[src/verilog/rfc_regs.svh]
/*
  timing counts and field codes for the redundancy failover supervisor.
  assumes a 250 MHz clock; included by the design module and the bench.
*/
`ifndef RFC_REGS_SVH
`define RFC_REGS_SVH
`define RFC_CLK_MHZ        250
`define RFC_WDOG_US        1000
`define RFC_WDOG_CYC       (`RFC_WDOG_US * `RFC_CLK_MHZ)
`define RFC_QUERY_US       500
`define RFC_QUERY_CYC      (`RFC_QUERY_US * `RFC_CLK_MHZ)
`define RFC_RETRY_CYC      1024
`define RFC_LOG_DEPTH      64
`define RFC_EV_PRI_FAIL    4'h1
`define RFC_EV_SBY_FAIL    4'h2
`define RFC_EV_LINK_LOST   4'h3
`define RFC_EV_UNMASTERED  4'h4
`define RFC_EV_MASTERED_RX 4'h5
`define RFC_EV_HANDOVER_TX 4'h6
`define RFC_EV_NET_BAD     4'h7
`define RFC_EV_STANDALONE  4'h8
`define RFC_EV_DIAG        4'h9
`endif

[src/verilog/rfc_pkg.sv]
/*
  types of the redundancy failover supervisor.
  assumes rfc_regs.svh holds the numeric constants.
*/
package rfc_pkg;
  typedef enum logic [1:0] {RFC_OFFLINE, RFC_STANDBY, RFC_PRIMARY} rfc_role_t;
  typedef enum {RFC_S_IDLE, RFC_S_WDOG, RFC_S_QUERY} rfc_sby_t;
endpackage : rfc_pkg

[src/verilog/rfc_failover.sv]
/*
  role supervisor of one unit of a redundant controller pair.
  assumes all inputs come from logic on clk; the peer talks over the
  processor sync link as one-cycle pulses. log memory is assumed to sit on
  a retained supply so its contents outlive a reset.
*/
`timescale 1ns/1ns
`include "rfc_regs.svh"
module rfc_failover
  import rfc_pkg::*;
#(
  parameter int WDOG_CYC  = `RFC_WDOG_CYC,
  parameter int QUERY_CYC = `RFC_QUERY_CYC,
  parameter int RETRY_CYC = `RFC_RETRY_CYC,
  parameter int LOG_DEPTH = `RFC_LOG_DEPTH,
  parameter int LOG_AW    = $clog2(LOG_DEPTH)
)(
  input  wire logic              clk,
  input  wire logic              reset,
  input  wire logic              start_primary,
  input  wire logic              start_standby,
  input  wire logic              component_fail,
  input  wire logic              sync_rx_valid,
  input  wire logic              sync_rx_take_control,
  input  wire logic              standby_response_ok,
  input  wire logic              master_task_cycle,
  input  wire logic              net_status_valid,
  input  wire logic              net_status_ok,
  input  wire logic              net_query_reply,
  input  wire logic              net_query_primary_ok,
  input  wire logic              diag_valid,
  input  wire logic [11:0]       diag_code,
  input  wire logic [LOG_AW-1:0] log_rd_addr,
  output logic      [1:0]        role,
  output logic                   drive_outputs,
  output logic                   db_exchange_en,
  output logic                   standalone,
  output logic                   sync_tx_take_control,
  output logic                   net_poll_req,
  output logic                   net_query_req,
  output logic                   link_loss,
  output logic      [15:0]       log_rd_data,
  output logic      [LOG_AW:0]   log_count
);

  // ---------------------------------------------------------------
  // role state
  // ---------------------------------------------------------------
  rfc_role_t         role_reg, role_next;
  rfc_sby_t          sby_reg, sby_next;
  logic [31:0]       wdog_reg, wdog_next;
  logic [31:0]       qry_reg, qry_next;
  logic [31:0]       retry_reg, retry_next;
  logic              alone_reg, alone_next;
  logic              tx_reg, tx_next;
  logic              poll_reg, poll_next;
  logic              qreq_reg, qreq_next;
  logic              loss_reg, loss_next;
  logic              ev_valid;
  logic [3:0]        ev_code;
  logic              drive_reg, drive_next;
  logic              db_reg, db_next;
  logic              stand_reg, stand_next;

  always_comb begin
    role_next  = role_reg;
    sby_next   = sby_reg;
    wdog_next  = wdog_reg;
    qry_next   = qry_reg;
    retry_next = retry_reg;
    alone_next = alone_reg;
    tx_next    = 1'b0;
    poll_next  = 1'b0;
    qreq_next  = 1'b0;
    loss_next  = loss_reg;
    ev_valid   = 1'b0;
    ev_code    = 4'h0;
    case (role_reg)
      RFC_OFFLINE: begin
        sby_next  = RFC_S_IDLE;
        loss_next = 1'b0;
        if (start_primary) begin
          role_next  = RFC_PRIMARY;
          alone_next = 1'b1;
        end else if (start_standby) begin
          role_next = RFC_STANDBY;
          wdog_next = 32'h0;
        end
      end
      RFC_PRIMARY: begin
        // one poll per task cycle, the tick itself is the pacing
        poll_next = master_task_cycle;
        if (standby_response_ok) begin
          alone_next = 1'b0;
        end else if (sync_rx_valid && !standby_response_ok && !alone_reg) begin
          alone_next = 1'b1;
          ev_valid   = 1'b1;
          ev_code    = `RFC_EV_STANDALONE;
        end
        if (component_fail) begin
          // still able to talk: command the handover in the same cycle as going offline
          tx_next   = 1'b1;
          role_next = RFC_OFFLINE;
          ev_valid  = 1'b1;
          ev_code   = `RFC_EV_PRI_FAIL;
        end else if (net_status_valid && !net_status_ok) begin
          tx_next   = 1'b1;
          role_next = RFC_OFFLINE;
          ev_valid  = 1'b1;
          ev_code   = `RFC_EV_NET_BAD;
        end
      end
      RFC_STANDBY: begin
        if (component_fail) begin
          role_next = RFC_OFFLINE;
          ev_valid  = 1'b1;
          ev_code   = `RFC_EV_SBY_FAIL;
        end else if (sync_rx_valid && sync_rx_take_control) begin
          role_next  = RFC_PRIMARY;
          alone_next = 1'b1;
          ev_valid   = 1'b1;
          ev_code    = `RFC_EV_MASTERED_RX;
        end else begin
          case (sby_reg)
            RFC_S_IDLE, RFC_S_WDOG: begin
              if (sync_rx_valid) begin
                wdog_next = 32'h0;
                sby_next  = RFC_S_IDLE;
              end else if (wdog_reg >= 32'(WDOG_CYC - 1)) begin
                // loss only after the whole period; the network module query is raised in the same cycle
                loss_next  = 1'b1;
                qreq_next  = 1'b1;
                qry_next   = 32'h0;
                retry_next = 32'h0;
                sby_next   = RFC_S_QUERY;
                ev_valid   = 1'b1;
                ev_code    = `RFC_EV_LINK_LOST;
              end else begin
                wdog_next = wdog_reg + 32'h1;
                sby_next  = RFC_S_WDOG;
              end
            end
            RFC_S_QUERY: begin
              if (sync_rx_valid) begin
                // primary reappeared; link loss cleared
                loss_next = 1'b0;
                wdog_next = 32'h0;
                sby_next  = RFC_S_IDLE;
              end else if (net_query_reply && net_query_primary_ok) begin
                // primary alive but processor link dead: leave redundancy
                role_next = RFC_OFFLINE;
                ev_valid  = 1'b1;
                ev_code   = `RFC_EV_LINK_LOST;
              end else if (qry_reg >= 32'(QUERY_CYC - 1)) begin
                role_next  = RFC_PRIMARY;
                alone_next = 1'b1;
                loss_next  = 1'b0;
                ev_valid   = 1'b1;
                ev_code    = `RFC_EV_UNMASTERED;
              end else begin
                qry_next = qry_reg + 32'h1;
                if (retry_reg >= 32'(RETRY_CYC - 1)) begin
                  retry_next = 32'h0;
                  qreq_next  = 1'b1;
                end else begin
                  retry_next = retry_reg + 32'h1;
                end
              end
            end
            default: sby_next = RFC_S_IDLE;
          endcase
        end
      end
      default: role_next = RFC_OFFLINE;
    endcase
    // status outputs come from flip-flops, decoded from the next state
    drive_next = (role_next == RFC_PRIMARY);
    db_next    = (role_next != RFC_OFFLINE) && !alone_next;
    stand_next = alone_next && (role_next == RFC_PRIMARY);
  end

  always_ff @(posedge clk or posedge reset) begin
    if (reset) begin
      role_reg  <= RFC_OFFLINE;
      sby_reg   <= RFC_S_IDLE;
      wdog_reg  <= 32'h0;
      qry_reg   <= 32'h0;
      retry_reg <= 32'h0;
      alone_reg <= 1'b0;
      tx_reg    <= 1'b0;
      poll_reg  <= 1'b0;
      qreq_reg  <= 1'b0;
      loss_reg  <= 1'b0;
      drive_reg <= 1'b0;
      db_reg    <= 1'b0;
      stand_reg <= 1'b0;
    end else begin
      role_reg  <= role_next;
      sby_reg   <= sby_next;
      wdog_reg  <= wdog_next;
      qry_reg   <= qry_next;
      retry_reg <= retry_next;
      alone_reg <= alone_next;
      tx_reg    <= tx_next;
      poll_reg  <= poll_next;
      qreq_reg  <= qreq_next;
      loss_reg  <= loss_next;
      drive_reg <= drive_next;
      db_reg    <= db_next;
      stand_reg <= stand_next;
    end
  end

  // ---------------------------------------------------------------
  // diagnostic merge
  // ---------------------------------------------------------------
  // a diagnostic that meets a role event waits one slot instead of being
  // lost; only one slot, so a further message inside that burst is dropped
  logic              pend_reg, pend_next;
  logic [11:0]       pend_code_reg, pend_code_next;
  logic              log_we;
  logic [15:0]       log_wdata;

  always_comb begin
    pend_next      = pend_reg;
    pend_code_next = pend_code_reg;
    log_we         = ev_valid;
    log_wdata      = {ev_code, 12'h000};
    if (ev_valid) begin
      if (diag_valid && !pend_reg) begin
        pend_next      = 1'b1;
        pend_code_next = diag_code;
      end
    end else if (pend_reg) begin
      log_we         = 1'b1;
      log_wdata      = {`RFC_EV_DIAG, pend_code_reg};
      pend_next      = diag_valid;
      pend_code_next = diag_code;
    end else if (diag_valid) begin
      log_we    = 1'b1;
      log_wdata = {`RFC_EV_DIAG, diag_code};
    end
  end

  always_ff @(posedge clk or posedge reset) begin
    if (reset) begin
      pend_reg      <= 1'b0;
      pend_code_reg <= 12'h000;
    end else begin
      pend_reg      <= pend_next;
      pend_code_reg <= pend_code_next;
    end
  end

  // ---------------------------------------------------------------
  // local diagnostic log
  // ---------------------------------------------------------------
  // no reset on the array: contents must survive a unit restart; the
  // log has no path to the sync link so it never reaches the peer
  logic [15:0]       log_mem [LOG_DEPTH];
  logic [LOG_AW-1:0] wr_ptr_reg, wr_ptr_next;
  logic [LOG_AW:0]   cnt_reg, cnt_next;
  logic [15:0]       rd_reg, rd_next;

  always_comb begin
    wr_ptr_next = wr_ptr_reg;
    cnt_next    = cnt_reg;
    rd_next     = log_mem[log_rd_addr];
    if (log_we) begin
      wr_ptr_next = wr_ptr_reg + 1'b1;
      if (cnt_reg != (LOG_AW+1)'(LOG_DEPTH)) begin
        cnt_next = cnt_reg + 1'b1;
      end
    end
  end

  always_ff @(posedge clk) begin
    if (log_we) begin
      log_mem[wr_ptr_reg] <= log_wdata;
    end
  end

  always_ff @(posedge clk or posedge reset) begin
    if (reset) begin
      wr_ptr_reg <= '0;
      cnt_reg    <= '0;
      rd_reg     <= 16'h0000;
    end else begin
      wr_ptr_reg <= wr_ptr_next;
      cnt_reg    <= cnt_next;
      rd_reg     <= rd_next;
    end
  end

  // ---------------------------------------------------------------
  // outputs
  // ---------------------------------------------------------------
  assign role                 = role_reg;
  assign drive_outputs        = drive_reg;
  assign db_exchange_en       = db_reg;
  assign standalone           = stand_reg;
  assign sync_tx_take_control = tx_reg;
  assign net_poll_req         = poll_reg;
  assign net_query_req        = qreq_reg;
  assign link_loss            = loss_reg;
  assign log_rd_data          = rd_reg;
  assign log_count            = cnt_reg;

endmodule : rfc_failover

[config.mk]
export PLATFORM = sky130hd
export DESIGN_NAME = rfc_failover
export DESIGN_NICKNAME = d
export VERILOG_FILES = /design/src/verilog/rfc_pkg.sv /design/src/verilog/rfc_failover.sv
export VERILOG_INCLUDE_DIRS = /design/src /design/src/verilog
export SDC_FILE = /design/constraint.sdc
export NUM_CORES = 1
export LEC_CHECK = 0
export ABC_AREA = 1
export CORE_UTILIZATION = 55
export DETAILED_ROUTE_END_ITERATION = 6
export DONT_BUFFER_PORTS = 1
export PLACE_DENSITY = 0.7
export SLEW_MARGIN = 10
export SYNTH_ARGS = -nofsm -noshare
export SYNTH_HDL_FRONTEND = slang
export SYNTH_SLANG_ARGS = --single-unit
[constraint.sdc]
create_clock -name clk -period 6 [get_ports clk]
set_input_delay 0 -clock clk [delete_from_list [all_inputs] [get_ports clk]]
set_output_delay 0 -clock clk [all_outputs]
set_load 0.01 [all_outputs]
==> results.sh <==
export IMPL_die_width_um=295
export IMPL_vias=32100
export IMPL_fin_crit_sh_pct=75.3
export IMPL_cts_sinks=1174
export IMPL_nFillCells=6317
export IMPL_syn_cell_area_sq_um=47200
export IMPL_peakVddDrop_uv=331
export IMPL_worstMarginPinSlew_ns=1.77
export IMPL_dr_pass1_iters=6
export IMPL_r2r_worst_path_cells=16
export IMPL_failed_checks="max-slew violations"
export IMPL_drive_gt1_share_pct=8.71
export IMPL_max_freq_mhz=221
export IMPL_yosys_most_used_dff="edfxtp_1"
export IMPL_largest_reg_flops=1024
export IMPL_synth_area_per_cell_sq_um=12.2
export IMPL_syn_nets=3897
export IMPL_setup_tns_final_ns=0
export IMPL_slowest_stage="inv_8"
export IMPL_worstPathArrival_ns=5.14
export IMPL_start_util_pct=55.5
export IMPL_clk_latency_ns=0.69
export IMPL_rows=107
export IMPL_rsz0062_at_grt="false"
export IMPL_finalCriticalPeriod_ns=4.52
export IMPL_grt_max_degree=514
export IMPL_ys_types=45
export IMPL_postRouteAntennaNets=0
export IMPL_top_register="log_mem"
export IMPL_rrSetupSlack_ns=2.37
export IMPL_holdCritPathClass="primary input to asynchronous set/reset pin"
export IMPL_h_tree_depth=3
export IMPL_r2r_end="log_mem[31][5]"
export IMPL_p_int_uw=15500
export IMPL_max_stage_delay_ns=1.12
export IMPL_cp_start_kind="primary input"
export IMPL_drv_slew=179
export IMPL_placed_area_sq_um=48500
export IMPL_dp_hpwl_mm=65.6
export IMPL_finalInstanceArea_sq_um=53100
export IMPL_critPathKind="primary input to flop"
export IMPL_multi_input_area_sq_um=11200
export IMPL_seqCellArea_sq_um=34500
export IMPL_synth_edf_count=1024
export IMPL_layout_commonest_cell="edfxtp_1"
export IMPL_drtIter0Drc=4638
export IMPL_post_place_ws_ns=2.46
export IMPL_setup_violations=0
export IMPL_synth_warnings=0
export IMPL_antenna_found_initial=4
export IMPL_clk_pin_slew_ns=0.06
export IMPL_io_pins=64
export IMPL_grt_overflow_total=0
export IMPL_cts_tree="done"
export IMPL_worstReg2RegStart="wdog_reg[1]"
export IMPL_p_per_area_nw_per_um2=400
export IMPL_clkPwrFrac_pct=35.0
export IMPL_clockBufferDepth=3
export IMPL_max_cap_violations=0
export IMPL_grtUsageTotal_pct=29.8
export IMPL_fin_nets=3923
export IMPL_worstPathCellList="inv_8 -> buf_4 -> o21ai_0 -> o22ai_1 -> or2_2 -> o211ai_1 -> o211ai_1 -> o211ai_1 -> dlygate4sd3_1 -> nand2_1 -> dlygate4sd3_1"
export IMPL_setup_slack_ns=1.48
export IMPL_ys_seq_area_share_pct=73.1
export IMPL_routabilityCongestion=0.876
export IMPL_power_share_sequential_pct=50.1
export IMPL_die_y_um=295
export IMPL_hold_violations=0
export IMPL_required_ns=6.63
export IMPL_final_cell_mix="edfxtp_1, nor2_1, o21ai_0"
export IMPL_dieArea_sq_um=87000
export IMPL_drc=0
export IMPL_finClkSkew_ns=0.0310
export IMPL_power_switching_uw=5780
export IMPL_grt_pass1_vias=29600
export IMPL_vias_per_cell=6.25
export IMPL_critPathMaxFanout=513
export IMPL_relSlewSlack_pct=-17.9
export IMPL_clock_root_buffer="clkbuf_16"
export IMPL_area_growth_pct=12.6
export IMPL_cp_common_cell="o211ai_1"
export IMPL_wl_per_cell_um=25.3
export IMPL_async_flop_share_pct=12.8
export IMPL_final_cell_count_no_fill=5128
export IMPL_ys_ff_latch=1174
export IMPL_drt_wl_total_mm=130
export IMPL_leakage_uw=0.0182
export IMPL_sw_frac_of_total_pct=27.2
export IMPL_end_kind="flop"
export IMPL_syn_inst=3855
export IMPL_cts_buffers=115
export IMPL_combPwrFrac_pct=14.8
export IMPL_grt_pass1_wl_mm=190
export IMPL_placed_cells=4853
export IMPL_post_route_util_pct=62.5
export IMPL_core_area_sq_um=85000
export IMPL_io_buffers=0
export IMPL_status="complete, but fails checks"
export IMPL_cts_resized=0
[layout make-up]
class | instances | share of cell area, %
Clock inverter | 61 | 1.25
Tap cell | 1144 | 2.69
Clock buffer | 158 | 6.20
Timing Repair Buffer | 153 | 2.66
Multi-Input combinational cell | 2288 | 21.2
Sequential cell | 1174 | 64.9
Inverter | 149 | 1.09
Antenna cell | 1 | 0.00471
[how the worst max path moves through the flow]
stage	startpoint	cells past startpoint	to	slack (ns)
detailed placement	role[1]	12	log_mem[13][8]	2.46
global route	role[1]	12	log_mem[2][8]	2.21
finish	log_rd_addr[0]	11	log_rd_data[15]	1.48
floorplan	wdog_reg[0]	14	log_mem[0][12]	1.35
global placement	wdog_reg[0]	16	log_mem[61][9]	2.54
CTS	role[1]	12	log_mem[2][8]	2.43
[cell usage after synthesis, drive strengths merged, types with 30 or more instances]
master     n  area share [%]
inv      149             1.2
buf       61            0.71
nor3      34            0.38
clkbuf   183             1.5
o221ai    30            0.56
o22ai    274             3.6
nand3     72            0.77
nand2    193             1.6
o21ai    672             7.1
edfxtp  1024              65
nor2     842             6.7
o211ai    41            0.65
dfrtp    150             8.0
[repair_timing]
action                                 CTS  global route
endpoints found under the hold margin  249            11
buffers inserted                         0             0
hold buffers                            51             1
[per-layer routing]
metal  wire length, um  share of wire (%)  global-route usage [%]  up-vias
li1                  -                  -                       -    14100
met3             15100                 12                    5.36      309
met1             50400                 39                    42.5    15700
met4              5070                3.9                    11.8        4
met2             59100                 46                    45.7     2007
met5                23              0.018                       0        -
[metrics by stage]
| step | hold WS [ns] | power, uW |
|---|---|---|
| 4_1_cts | 0.00461 | 21200 |
| 6_report | 0.00671 | 21300 |
| 2_1_floorplan | 0.104 | 12600 |
| 3_5_place_dp | 0.115 | 13700 |
| 5_1_grt | 0.0153 | 21900 |
| 3_3_place_gp | 0.104 | 13700 |
[worst max-delay path, delay by kind of cell]
family	cells	cell delay, ns
AOI/OAI and AO/OA	5	1.09
buffers and inverters	4	2.92
and+or+nand+nor	2	0.27
[cell families after synthesis]
family	after synthesis	share of synthesized area, %
AOI/OAI and AO/OA	1072	12.7
DFF	1174	73.1
buffers and inverters	393	3.35
and+or+nand+nor	1181	10.1
adders and majority gates	10	0.265
xor gates and xnor gates	25	0.464
[power groups by stage]
stage                     logic (uW)  registers, uW  clock network [uW]
after CTS                       3050          10700                7470
after floorplan                 1830          10800                   0
after global placement          2870          10800                   0
after global routing            3390          10700                7800
final                           3160          10700                7440
after detailed placement        2930          10800                   0
Note: power is estimated with default switching activity, not from simulation.
